===== config.mk =====
export PLATFORM = sky130hd
export DESIGN_NAME = interrupt_and_event_transfer_unit
export DESIGN_NICKNAME = d
export VERILOG_FILES = /design/src/common/ietu_pkg.sv /design/src/verilog/interrupt_and_event_transfer_unit.sv /design/src/verilog/fast_edge_detect.sv
export SDC_FILE = /design/constraint.sdc
export NUM_CORES = 2
export LEC_CHECK = 0
export BUFFER_PORTS_ARGS = -buffer_cell sky130_fd_sc_hd__buf_2
export CAP_MARGIN = 25
export CORE_UTILIZATION = 50
export CTS_BUF_LIST = sky130_fd_sc_hd__clkbuf_4 sky130_fd_sc_hd__clkbuf_8
export DETAILED_ROUTE_END_ITERATION = 10
export PLACE_DENSITY = 0.67
export SKIP_CTS_REPAIR_TIMING = 1
export SLEW_MARGIN = 40
export SYNTH_ARGS = -nofsm -noshare
export SYNTH_HDL_FRONTEND = slang
export SYNTH_SLANG_ARGS = --single-unit

===== constraint.sdc =====
create_clock -name i_sys_clk -period 57.7 [get_ports i_sys_clk]
set_clock_uncertainty 0.15 [all_clocks]
set_input_delay 5.77 -clock i_sys_clk [delete_from_list [all_inputs] [get_ports i_sys_clk]]
set_output_delay 5.77 -clock i_sys_clk [all_outputs]
set_load 0.05 [all_outputs]

===== src/common/ietu_pkg.sv =====
package ietu_pkg;
    // sizes
    localparam int NODES = 16;
    localparam int NODE_W = 4;
    localparam int CHANS = 8;
    localparam int CHAN_W = 3;
    localparam int PRIO_W = 4;
    localparam int PTR_W = 16;
    localparam int CNT_W = 8;
    localparam int ADDR_W = 12;
    // delivery bound in cpu clocks
    localparam int RESP_CYCLES = 8;
    // register map, byte addresses
    localparam logic [3:0] NODE_PAGE = 4'h0;
    localparam logic [3:0] CHAN_PAGE = 4'h1;
    localparam logic [ADDR_W-1:0] EXT_CFG_ADDR = 12'h200;
    localparam logic [ADDR_W-1:0] STATUS_ADDR = 12'h204;
    // channel word index within a 16-byte block
    localparam logic [1:0] CH_SRC = 2'h0;
    localparam logic [1:0] CH_DST = 2'h1;
    localparam logic [1:0] CH_CNT = 2'h2;
    localparam logic [1:0] CH_CTRL = 2'h3;
    // node control fields
    localparam int NF_REQ = 0;
    localparam int NF_EN = 1;
    localparam int NF_PRIO = 2;
    localparam int NF_CHMODE = 6;
    localparam int NF_CHSEL = 7;
    // channel control fields
    localparam int CF_INC_SRC = 0;
    localparam int CF_INC_DST = 1;
    localparam int CF_WORD = 2;
    localparam int CF_CONT = 3;
    // fast input config fields
    localparam int XF2_MODE = 0;
    localparam int XF2_SEL = 2;
    localparam int XF3_MODE = 3;
    localparam int XF3_SEL = 5;
    // edge modes
    localparam logic [1:0] EDGE_OFF = 2'h0;
    localparam logic [1:0] EDGE_RISE = 2'h1;
    localparam logic [1:0] EDGE_FALL = 2'h2;
    localparam logic [1:0] EDGE_BOTH = 2'h3;
    // nodes fed by the fast inputs
    localparam int FAST2_NODE = 14;
    localparam int FAST3_NODE = 15;
    // pointer steps
    localparam logic [PTR_W-1:0] STEP_BYTE = 16'h0001;
    localparam logic [PTR_W-1:0] STEP_WORD = 16'h0002;
    // reset values
    localparam logic [PTR_W-1:0] PTR_RST = 16'h0000;
    localparam logic [CNT_W-1:0] CNT_RST = 8'h00;
    localparam logic [5:0] XCFG_RST = 6'h00;
endpackage


===== src/verilog/interrupt_and_event_transfer_unit.sv =====
`timescale 1ns/1ps
// What this block does
// - accepted request reaches the core within about 8 clocks
// - each node chooses vectored interrupt or event transfer channel service
// - standard service presents the node's own vector to the core
// - channel service steals one cycle, no vector, no suspension
// - one byte or word moved, then source and/or destination pointer stepped
// - channel counter decrements per service except in continuous mode
// - counter reaching zero raises standard interrupt on the requesting node
// - eight independent event transfer channels
// - each node has control register with request, enable, priority
// - priority field gives sixteen levels
// - service preempted only by strictly higher priority or by a software vector call, which ignores level
// - fast external inputs detect rising, falling or both edges
// - software vector call with node number enters that node's service
// - software writing a node request bit to one raises a request
// - each fast external input selects alternate pin A or B
module interrupt_and_event_transfer_unit
    import ietu_pkg::*;
(
    input wire logic i_sys_clk,
    input wire logic i_rst_b,
    input wire logic i_psel,
    input wire logic i_penable,
    input wire logic i_pwrite,
    input wire logic [ADDR_W-1:0] i_paddr,
    input wire logic [31:0] i_pwdata,
    output logic [31:0] o_prdata,
    output logic o_pready,
    output logic o_pslverr,
    input wire logic [NODES-1:0] i_src_req,
    input wire logic i_fast_ext_irq_input_2_a,
    input wire logic i_fast_ext_irq_input_2_b,
    input wire logic i_fast_ext_irq_input_3_a,
    input wire logic i_fast_ext_irq_input_3_b,
    input wire logic i_trap_valid,
    input wire logic [NODE_W-1:0] i_trap_num,
    output logic o_irq_req,
    output logic [NODE_W-1:0] o_irq_node,
    output logic [PRIO_W-1:0] o_irq_prio,
    output logic o_irq_trap,
    input wire logic i_irq_ack,
    input wire logic i_irq_done,
    output logic o_xfer_req,
    output logic [CHAN_W-1:0] o_xfer_chan,
    output logic [PTR_W-1:0] o_xfer_src,
    output logic [PTR_W-1:0] o_xfer_dst,
    output logic o_xfer_word,
    input wire logic i_xfer_ack
);
    typedef enum logic [1:0] {ST_IDLE, ST_IRQ, ST_XFER} deliv_state_t;
    localparam int RESP_MAX = RESP_CYCLES;

    deliv_state_t state_q;
    logic [NODES-1:0] req_q, en_q, chmode_q, isr_q;
    logic [PRIO_W-1:0] prio_q [NODES];
    logic [CHAN_W-1:0] chsel_q [NODES];
    logic [PTR_W-1:0] src_q [CHANS];
    logic [PTR_W-1:0] dst_q [CHANS];
    logic [CNT_W-1:0] cnt_q [CHANS];
    logic [3:0] cctl_q [CHANS];
    logic [5:0] xcfg_q;
    logic trap_pend_q;
    logic [NODE_W-1:0] trap_num_q, xfer_node_q;
    logic fast2_edge, fast3_edge;
    logic [NODES-1:0] hw_req;

    // apb decode
    logic apb_access, apb_wr, apb_rd;
    logic node_hit, chan_hit, xcfg_hit, stat_hit;
    logic [NODE_W-1:0] wr_node;
    logic [CHAN_W-1:0] wr_chan;
    logic [1:0] wr_sub;
    logic [31:0] rd_val;

    assign apb_access = i_psel && i_penable && o_pready;
    assign apb_wr = apb_access && i_pwrite;
    assign apb_rd = i_psel && i_penable && !o_pready && !i_pwrite;
    assign wr_node = i_paddr[5:2];
    assign wr_chan = i_paddr[6:4];
    assign wr_sub = i_paddr[3:2];

    // address decode
    always_comb begin
        node_hit = 1'b0;
        chan_hit = 1'b0;
        xcfg_hit = 1'b0;
        stat_hit = 1'b0;
        if (i_paddr[1:0] != 2'h0) begin
            node_hit = 1'b0;
        end else if (i_paddr[11:8] == NODE_PAGE && i_paddr[7:6] == 2'h0) begin
            node_hit = 1'b1;
        end else if (i_paddr[11:8] == CHAN_PAGE && !i_paddr[7]) begin
            chan_hit = 1'b1;
        end else if (i_paddr == EXT_CFG_ADDR) begin
            xcfg_hit = 1'b1;
        end else if (i_paddr == STATUS_ADDR) begin
            stat_hit = 1'b1;
        end
    end

    // read mux
    always_comb begin
        rd_val = 32'h0000_0000;
        if (node_hit) begin
            rd_val[NF_REQ] = req_q[wr_node];
            rd_val[NF_EN] = en_q[wr_node];
            rd_val[NF_PRIO +: PRIO_W] = prio_q[wr_node];
            rd_val[NF_CHMODE] = chmode_q[wr_node];
            rd_val[NF_CHSEL +: CHAN_W] = chsel_q[wr_node];
        end else if (chan_hit) begin
            case (wr_sub)
                CH_SRC: rd_val[PTR_W-1:0] = src_q[wr_chan];
                CH_DST: rd_val[PTR_W-1:0] = dst_q[wr_chan];
                CH_CNT: rd_val[CNT_W-1:0] = cnt_q[wr_chan];
                default: rd_val[3:0] = cctl_q[wr_chan];
            endcase
        end else if (xcfg_hit) begin
            rd_val[5:0] = xcfg_q;
        end else if (stat_hit) begin
            rd_val[NODES-1:0] = isr_q;
            rd_val[NODES] = trap_pend_q;
        end
    end

    // apb answer one cycle into the access phase
    always_ff @(posedge i_sys_clk or negedge i_rst_b) begin
        if (!i_rst_b) begin
            o_pready <= 1'b0;
            o_pslverr <= 1'b0;
            o_prdata <= 32'h0000_0000;
        end else begin
            o_pready <= i_psel && i_penable && !o_pready;
            o_pslverr <= i_psel && i_penable && !o_pready && !(node_hit || chan_hit || xcfg_hit || stat_hit);
            o_prdata <= apb_rd ? rd_val : 32'h0000_0000;
        end
    end

    // fast external inputs
    fast_edge_detect u_fast2 (
        .i_sys_clk(i_sys_clk),
        .i_rst_b(i_rst_b),
        .i_pin_a(i_fast_ext_irq_input_2_a),
        .i_pin_b(i_fast_ext_irq_input_2_b),
        .i_sel_b(xcfg_q[XF2_SEL]),
        .i_mode(xcfg_q[XF2_MODE +: 2]),
        .o_edge(fast2_edge)
    );
    fast_edge_detect u_fast3 (
        .i_sys_clk(i_sys_clk),
        .i_rst_b(i_rst_b),
        .i_pin_a(i_fast_ext_irq_input_3_a),
        .i_pin_b(i_fast_ext_irq_input_3_b),
        .i_sel_b(xcfg_q[XF3_SEL]),
        .i_mode(xcfg_q[XF3_MODE +: 2]),
        .o_edge(fast3_edge)
    );

    always_comb begin
        hw_req = i_src_req;
        hw_req[FAST2_NODE] = i_src_req[FAST2_NODE] || fast2_edge;
        hw_req[FAST3_NODE] = i_src_req[FAST3_NODE] || fast3_edge;
    end

    always_ff @(posedge i_sys_clk or negedge i_rst_b) begin
        if (!i_rst_b) begin
            xcfg_q <= XCFG_RST;
        end else if (apb_wr && xcfg_hit) begin
            xcfg_q <= i_pwdata[5:0];
        end
    end

    // arbitration: highest level, lowest index on a tie
    logic best_vld;
    logic [NODE_W-1:0] best_idx;
    logic [PRIO_W-1:0] best_prio;
    logic [CHAN_W-1:0] best_chan;
    logic best_xfer, best_ok;
    logic [PRIO_W:0] cur_lvl;

    always_comb begin
        best_vld = 1'b0;
        best_idx = '0;
        best_prio = '0;
        for (int i = 0; i < NODES; i++) begin
            if (req_q[i] && en_q[i] && (!best_vld || prio_q[i] > best_prio)) begin
                best_vld = 1'b1;
                best_idx = NODE_W'(i);
                best_prio = prio_q[i];
            end
        end
    end

    // current level: highest level in service, zero when none
    always_comb begin
        cur_lvl = '0;
        for (int l = 0; l < NODES; l++) begin
            if (isr_q[l]) begin
                cur_lvl = {1'b1, PRIO_W'(l)};
            end
        end
    end

    assign best_chan = chsel_q[best_idx];
    assign best_xfer = chmode_q[best_idx] && (cnt_q[best_chan] != CNT_RST || cctl_q[best_chan][CF_CONT]);
    assign best_ok = best_vld && ({1'b1, best_prio} > cur_lvl);

    logic irq_fire, xfer_fire, sel_cont, sel_word;
    logic [CNT_W-1:0] sel_cnt;
    assign irq_fire = (state_q == ST_IRQ) && i_irq_ack;
    assign xfer_fire = (state_q == ST_XFER) && i_xfer_ack;
    assign sel_cnt = cnt_q[o_xfer_chan];
    assign sel_cont = cctl_q[o_xfer_chan][CF_CONT];
    assign sel_word = cctl_q[o_xfer_chan][CF_WORD];

    // delivery to the core
    always_ff @(posedge i_sys_clk or negedge i_rst_b) begin
        if (!i_rst_b) begin
            state_q <= ST_IDLE;
            o_irq_req <= 1'b0;
            o_irq_node <= '0;
            o_irq_prio <= '0;
            o_irq_trap <= 1'b0;
            o_xfer_req <= 1'b0;
            o_xfer_chan <= '0;
            o_xfer_src <= PTR_RST;
            o_xfer_dst <= PTR_RST;
            o_xfer_word <= 1'b0;
            xfer_node_q <= '0;
        end else begin
            case (state_q)
                ST_IDLE: begin
                    if (trap_pend_q) begin
                        state_q <= ST_IRQ;
                        o_irq_req <= 1'b1;
                        o_irq_trap <= 1'b1;
                        o_irq_node <= trap_num_q;
                        o_irq_prio <= prio_q[trap_num_q];
                    end else if (best_ok && best_xfer) begin
                        state_q <= ST_XFER;
                        o_xfer_req <= 1'b1;
                        o_xfer_chan <= best_chan;
                        o_xfer_src <= src_q[best_chan];
                        o_xfer_dst <= dst_q[best_chan];
                        o_xfer_word <= cctl_q[best_chan][CF_WORD];
                        xfer_node_q <= best_idx;
                    end else if (best_ok) begin
                        state_q <= ST_IRQ;
                        o_irq_req <= 1'b1;
                        o_irq_trap <= 1'b0;
                        o_irq_node <= best_idx;
                        o_irq_prio <= best_prio;
                    end
                end
                ST_IRQ: begin
                    if (i_irq_ack) begin
                        state_q <= ST_IDLE;
                        o_irq_req <= 1'b0;
                    end
                end
                default: begin
                    if (i_xfer_ack) begin
                        state_q <= ST_IDLE;
                        o_xfer_req <= 1'b0;
                    end
                end
            endcase
        end
    end

    // levels in service; done retires the highest
    always_ff @(posedge i_sys_clk or negedge i_rst_b) begin
        if (!i_rst_b) begin
            isr_q <= '0;
        end else begin
            for (int l = 0; l < NODES; l++) begin
                if (irq_fire && !o_irq_trap && o_irq_prio == PRIO_W'(l)) begin
                    isr_q[l] <= 1'b1;
                end else if (i_irq_done && cur_lvl == {1'b1, PRIO_W'(l)}) begin
                    isr_q[l] <= 1'b0;
                end
            end
        end
    end

    // pending software vector call
    always_ff @(posedge i_sys_clk or negedge i_rst_b) begin
        if (!i_rst_b) begin
            trap_pend_q <= 1'b0;
            trap_num_q <= '0;
        end else if (i_trap_valid && (!trap_pend_q || irq_fire && o_irq_trap)) begin
            trap_pend_q <= 1'b1;
            trap_num_q <= i_trap_num;
        end else if (irq_fire && o_irq_trap) begin
            trap_pend_q <= 1'b0;
        end
    end

    // per-node control registers
    genvar gn;
    generate
        for (gn = 0; gn < NODES; gn++) begin : g_node
            logic wr_hit, set_req, clr_req;
            assign wr_hit = apb_wr && node_hit && wr_node == NODE_W'(gn);
            assign set_req = hw_req[gn] || (wr_hit && i_pwdata[NF_REQ])
                || (xfer_fire && xfer_node_q == NODE_W'(gn) && !sel_cont && sel_cnt == 8'h01);
            assign clr_req = (wr_hit && !i_pwdata[NF_REQ])
                || (irq_fire && !o_irq_trap && o_irq_node == NODE_W'(gn))
                || (xfer_fire && xfer_node_q == NODE_W'(gn));
            always_ff @(posedge i_sys_clk or negedge i_rst_b) begin
                if (!i_rst_b) begin
                    req_q[gn] <= 1'b0;
                end else if (set_req) begin
                    req_q[gn] <= 1'b1;
                end else if (clr_req) begin
                    req_q[gn] <= 1'b0;
                end
            end
            always_ff @(posedge i_sys_clk or negedge i_rst_b) begin
                if (!i_rst_b) begin
                    en_q[gn] <= 1'b0;
                    prio_q[gn] <= '0;
                    chmode_q[gn] <= 1'b0;
                    chsel_q[gn] <= '0;
                end else if (wr_hit) begin
                    en_q[gn] <= i_pwdata[NF_EN];
                    prio_q[gn] <= i_pwdata[NF_PRIO +: PRIO_W];
                    chmode_q[gn] <= i_pwdata[NF_CHMODE];
                    chsel_q[gn] <= i_pwdata[NF_CHSEL +: CHAN_W];
                end
            end
        end
    endgenerate

    // event transfer channels
    genvar gc;
    generate
        for (gc = 0; gc < CHANS; gc++) begin : g_chan
            logic wr_hit, svc;
            logic [PTR_W-1:0] step;
            assign wr_hit = apb_wr && chan_hit && wr_chan == CHAN_W'(gc);
            assign svc = xfer_fire && o_xfer_chan == CHAN_W'(gc);
            assign step = cctl_q[gc][CF_WORD] ? STEP_WORD : STEP_BYTE;
            always_ff @(posedge i_sys_clk or negedge i_rst_b) begin
                if (!i_rst_b) begin
                    src_q[gc] <= PTR_RST;
                    dst_q[gc] <= PTR_RST;
                    cnt_q[gc] <= CNT_RST;
                    cctl_q[gc] <= 4'h0;
                end else if (wr_hit) begin
                    if (wr_sub == CH_SRC) src_q[gc] <= i_pwdata[PTR_W-1:0];
                    if (wr_sub == CH_DST) dst_q[gc] <= i_pwdata[PTR_W-1:0];
                    if (wr_sub == CH_CNT) cnt_q[gc] <= i_pwdata[CNT_W-1:0];
                    if (wr_sub == CH_CTRL) cctl_q[gc] <= i_pwdata[3:0];
                end else if (svc) begin
                    if (cctl_q[gc][CF_INC_SRC]) src_q[gc] <= src_q[gc] + step;
                    if (cctl_q[gc][CF_INC_DST]) dst_q[gc] <= dst_q[gc] + step;
                    if (!cctl_q[gc][CF_CONT]) cnt_q[gc] <= cnt_q[gc] - 8'h01;
                end
            end
        end
    endgenerate

    AST_RESP_TIME: assert property (@(posedge i_sys_clk) disable iff (!i_rst_b)
        (state_q == ST_IDLE && best_ok) |-> ##[1:RESP_MAX] (o_irq_req || o_xfer_req))
        else $error("request not delivered in time");
    AST_STEAL_ONE: assert property (@(posedge i_sys_clk) disable iff (!i_rst_b)
        xfer_fire |=> !o_xfer_req && !o_irq_req && !isr_q[$past(best_prio)] == !$past(isr_q[best_prio]))
        else $error("transfer service did more than one stolen cycle");
    AST_CNT_DEC: assert property (@(posedge i_sys_clk) disable iff (!i_rst_b)
        (xfer_fire && !apb_wr) |=> cnt_q[$past(o_xfer_chan)] ==
            ($past(sel_cont) ? $past(sel_cnt) : $past(sel_cnt) - 8'h01))
        else $error("transfer counter step wrong");
    AST_SRC_STEP: assert property (@(posedge i_sys_clk) disable iff (!i_rst_b)
        (xfer_fire && !apb_wr && cctl_q[o_xfer_chan][CF_INC_SRC]) |=> src_q[$past(o_xfer_chan)] ==
            $past(o_xfer_src) + ($past(sel_word) ? STEP_WORD : STEP_BYTE))
        else $error("source pointer not stepped");
    AST_ZERO_REARM: assert property (@(posedge i_sys_clk) disable iff (!i_rst_b)
        (xfer_fire && !sel_cont && sel_cnt == 8'h01) |=> req_q[$past(xfer_node_q)] ##1
            (state_q == ST_IRQ || !en_q[$past(xfer_node_q, 2)] || !best_ok || trap_pend_q || o_xfer_req))
        else $error("zero count did not raise standard interrupt");
    AST_PREEMPT: assert property (@(posedge i_sys_clk) disable iff (!i_rst_b)
        (o_irq_req && !o_irq_trap) |-> ({1'b1, o_irq_prio} > cur_lvl))
        else $error("service offered at or below current level");
    AST_ACK_CLEAR: assert property (@(posedge i_sys_clk) disable iff (!i_rst_b)
        (irq_fire && !o_irq_trap && !hw_req[o_irq_node] && !apb_wr) |=> !req_q[$past(o_irq_node)])
        else $error("accepted request flag not cleared");
    AST_SW_SET: assert property (@(posedge i_sys_clk) disable iff (!i_rst_b)
        (apb_wr && node_hit && i_pwdata[NF_REQ]) |=> req_q[$past(wr_node)])
        else $error("software request bit write lost");
    AST_TRAP_ENTRY: assert property (@(posedge i_sys_clk) disable iff (!i_rst_b)
        (i_trap_valid && !trap_pend_q && state_q == ST_IDLE) |-> ##[1:3] (o_irq_req && o_irq_trap))
        else $error("software vector call not entered");
endmodule


===== src/verilog/fast_edge_detect.sv =====
`timescale 1ns/1ps
module fast_edge_detect
    import ietu_pkg::*;
(
    input wire logic i_sys_clk,
    input wire logic i_rst_b,
    input wire logic i_pin_a,
    input wire logic i_pin_b,
    input wire logic i_sel_b,
    input wire logic [1:0] i_mode,
    output logic o_edge
);
    logic a_s1_q, a_s2_q, b_s1_q, b_s2_q, lvl_q;
    logic pin_lvl, rise, fall;

    // two-stage synchronisers for both alternate pins
    always_ff @(posedge i_sys_clk or negedge i_rst_b) begin
        if (!i_rst_b) begin
            a_s1_q <= 1'b0;
            a_s2_q <= 1'b0;
            b_s1_q <= 1'b0;
            b_s2_q <= 1'b0;
        end else begin
            a_s1_q <= i_pin_a;
            a_s2_q <= a_s1_q;
            b_s1_q <= i_pin_b;
            b_s2_q <= b_s1_q;
        end
    end

    // pin choice and edge qualification
    assign pin_lvl = i_sel_b ? b_s2_q : a_s2_q;
    assign rise = pin_lvl && !lvl_q;
    assign fall = !pin_lvl && lvl_q;

    always_ff @(posedge i_sys_clk or negedge i_rst_b) begin
        if (!i_rst_b) begin
            lvl_q <= 1'b0;
            o_edge <= 1'b0;
        end else begin
            lvl_q <= pin_lvl;
            o_edge <= (rise && i_mode[0]) || (fall && i_mode[1]);
        end
    end

    AST_EDGE_RISE: assert property (@(posedge i_sys_clk) disable iff (!i_rst_b)
        (rise && i_mode == EDGE_RISE) |=> o_edge)
        else $error("rising edge not flagged");
    AST_EDGE_FALL_ONLY: assert property (@(posedge i_sys_clk) disable iff (!i_rst_b)
        (rise && i_mode == EDGE_FALL) |=> !o_edge)
        else $error("rising edge flagged in falling mode");
endmodule


==> impl_metrics.ini <==
[timing]
finalSetupViolCount = 0
timing.final.crit_share_pct = 50.5
max_freq_mhz = 34.3
worst_pin_slew_ns = 0.964
rsz0062_at_grt = no
fin_crit_ns = 29.12
hold_violations = 0
tns_ns = 0
max_slew_margin_pct = 35.3
drv_slew = 0
setup_ws_ns = 28.58

[floorplanning]
core.rowCount = 106
core-area_sq_mm = 0.0840
dieArea_sq_mm = 0.0864
pin_count = 158
die_h_um = 294
start_util_pct = 50.8
die_w_um = 294

[clock_tree]
clock_latency_ns = 0.79
cts_root_buffer = clkbuf_8
numCtsBuffers = 114
cts_max_path_buffers = 3
cts.sinks = 623
clkTransAtPathRegs_ns = 0.06
h-tree-depth = 3
cts_tree = yes

[logic_synthesis]
netlist_area_sq_mm = 0.0426
ys_ff_latch = 623
synth-edff-count = 0
synth_seq_area_share_pct = 36.6
synth_top_flop_cell = dfrtp_1
synthDistinctLibCells = 103
synth_warnings = 0
syn_avg_cell_area_sq_um = 9.30
synth-async-reset-ratio_pct = 100
synthCells = 4582

[worst_setup_path]
end_kind = flop
cp.required_ns = 58.26
crit_fanout = 104
startpoint_type = flop
path_buf_inv = 13
cp_data_arrival_time_ns = 29.68
cpPeakStageDelay_ns = 0.78
crit_path_top_delay_cell = or2_0
critPathKind = flop to flop
crit_family = compound AO/OA/AOI/OAI gates
critPathMostFrequentCell = a21oi_1

[status]
status = completed

[layout]
fillers = 7505
drive_gt1_share_pct = 19.8
final_common_cell = dfrtp_1
layout_common_cells = dfrtp_1 (623), a21oi_1 (428), nor2_1 (420)
nets = 4804
syn_to_final_growth_pct = 10.2

[power_and_ir_drop]
switching_share_pct = 29.1
vdd_ir_drop_max_mv = 0.0308
power_density_mw_per_mm2 = 23.2
comb_power_share_pct = 13.0
p_clk_share_pct = 44.7
p_sw_uw = 317
p_int_uw = 773
seq_power_share_pct = 42.4
leakagePower_uw = 0.0202

[detailed_routing]
drt-initial-drc-count = 4797
drt_wl_total_um = 159000
via_per_inst = 6.80
drc = 0
drtAntennaViolNets = 0
firstDrtPassIters = 6
vias = 39727
wl_per_cell_um = 27.2

[placement]
place_ws_ns = 29.32
place_hpwl_um = 113000
port_buffers = 126
gp_congestion = 0.986

[grt]
antenna_found_initial = 9
grt_pass1_vias = 36931
grt_usage_pct = 36.6
grt_start_max_net_pins = 150
grt_pass1_wl_um = 237000
grt_overflow_total = 0

[flow_run]
maxCapViolCount = 0

[min_path]
hold_class = flop to flop
==> cell usage after synthesis (all sizes together), types with 19 or more instances <==
master | count | share of area, %
a31oi | 80 | 1.2
o22a | 88 | 1.8
and3 | 80 | 1.2
nand2 | 392 | 3.5
nor4 | 22 | 0.36
a221oi | 39 | 0.80
o21ai | 340 | 4.0
or3 | 22 | 0.35
ha | 95 | 2.8
mux2 | 292 | 7.8
a41oi | 20 | 0.41
clkbuf | 229 | 2.0
nand2b | 40 | 0.59
buf | 81 | 1.1
mux4 | 170 | 9.0
nor2b | 28 | 0.41
o221ai | 19 | 0.39
nor3 | 95 | 1.1
a211oi | 31 | 0.59
inv | 177 | 1.6
o211ai | 30 | 0.56
and2 | 36 | 0.53
o311ai | 21 | 0.43
o22ai | 108 | 1.6
mux2i | 115 | 2.7
dfrtp | 623 | 37
nor2 | 442 | 3.9
a21oi | 432 | 5.1
nand3 | 154 | 1.8
nand4 | 42 | 0.65
==> logic make-up after synthesis <==
| group | share of synthesized area (%) |
|---|---|
| muxes | 19.5 |
| DFF | 36.6 |
| adders and majority gates | 3.54 |
| and+or+nand+nor | 15.5 |
| AOI/OAI and AO/OA | 20.2 |
| other | 0.00880 |
| xor gates and xnor gates | 0.0206 |
| buffers and inverters | 4.68 |
==> worst reg2reg max path, delay by kind of cell (launching register included) <==
family	cells	cell delay [ns]
AOI/OAI and AO/OA	57	12.01
adders and majority gates	15	4.21
buffers and inverters	13	1.63
DFF	1	0.57
muxes	14	4.96
and+or+nand+nor	27	5.57
==> path summary, 6_finish.rpt <==
path                           startpoint             end  slack [ns]  cells past startpoint
max reg2reg                      req_q[0]     o_xfer_word       28.58                    126
min in group asynchronous         i_rst_b       src_q[94]        4.74                      1
max in group asynchronous         i_rst_b        en_q[15]       49.86                      6
min                        u_fast3.a_s1_q  u_fast3.a_s2_q        0.19                      0
max                              req_q[0]     o_xfer_word       28.58                    126
min reg2reg                u_fast3.a_s1_q  u_fast3.a_s2_q        0.19                      0
==> metrics by stage <==
step	hold slack [ns]	instance area, sq um	std cells	util (%)	power [uW]
after global routing	0.216	47000	5846	56.0	1120
after detailed placement	0.192	44300	5629	52.7	607
after global placement	0.186	44100	5625	52.5	604
after floorplan	0.181	42700	4596	-	552
after CTS	0.191	46900	5838	55.8	1090
final	0.194	47000	5846	56.0	1090
==> routing by layer <==
| metal | up-vias | track usage [%] | share of wire, % |
|---|---|---|---|
| met3 | 632 | 6.43 | 8.8 |
| met4 | 8 | 28.6 | 9.2 |
| met5 | - | 0 | 0.036 |
| met1 | 19482 | 46.3 | 38 |
| met2 | 2364 | 55.6 | 44 |
| li1 | 17241 | - | - |
==> sequential cells by signal, summed over array words and instances, names as in the netlist, 2 cells and up <==
register,cells
o_irq_node,4
cnt_q,64
src_q,128
chmode_q,16
state_q,2
prio_q,64
o_prdata,17
chsel_q,48
dst_q,128
isr_q,16
en_q,16
cctl_q,32
xfer_node_q,4
o_xfer_dst,16
o_irq_prio,4
o_xfer_chan,3
xcfg_q,6
o_xfer_src,16
trap_num_q,4
req_q,16
==> power groups by stage <==
stage / logic [uW] / clock network (uW) / registers [uW]
final: 141 / 486 / 461
after global routing: 152 / 507 / 462
after CTS: 139 / 489 / 461
after detailed placement: 138 / 0 / 468
after global placement: 136 / 0 / 468
after floorplan: 81.0 / 0 / 471
==> area by class of cell <==
class	count	area [sq um]	area share, %
clock inverters	27	293	0.623
flip-flops and latches	623	15600	33.2
repair buffers	214	1450	3.08
inverters	177	664	1.41
well taps	1134	1420	3.02
diodes	3	7.51	0.0160
multi-input cells	3486	25300	53.8
clock buffers	182	2310	4.92
Note: power is estimated with default switching activity, not from simulation.
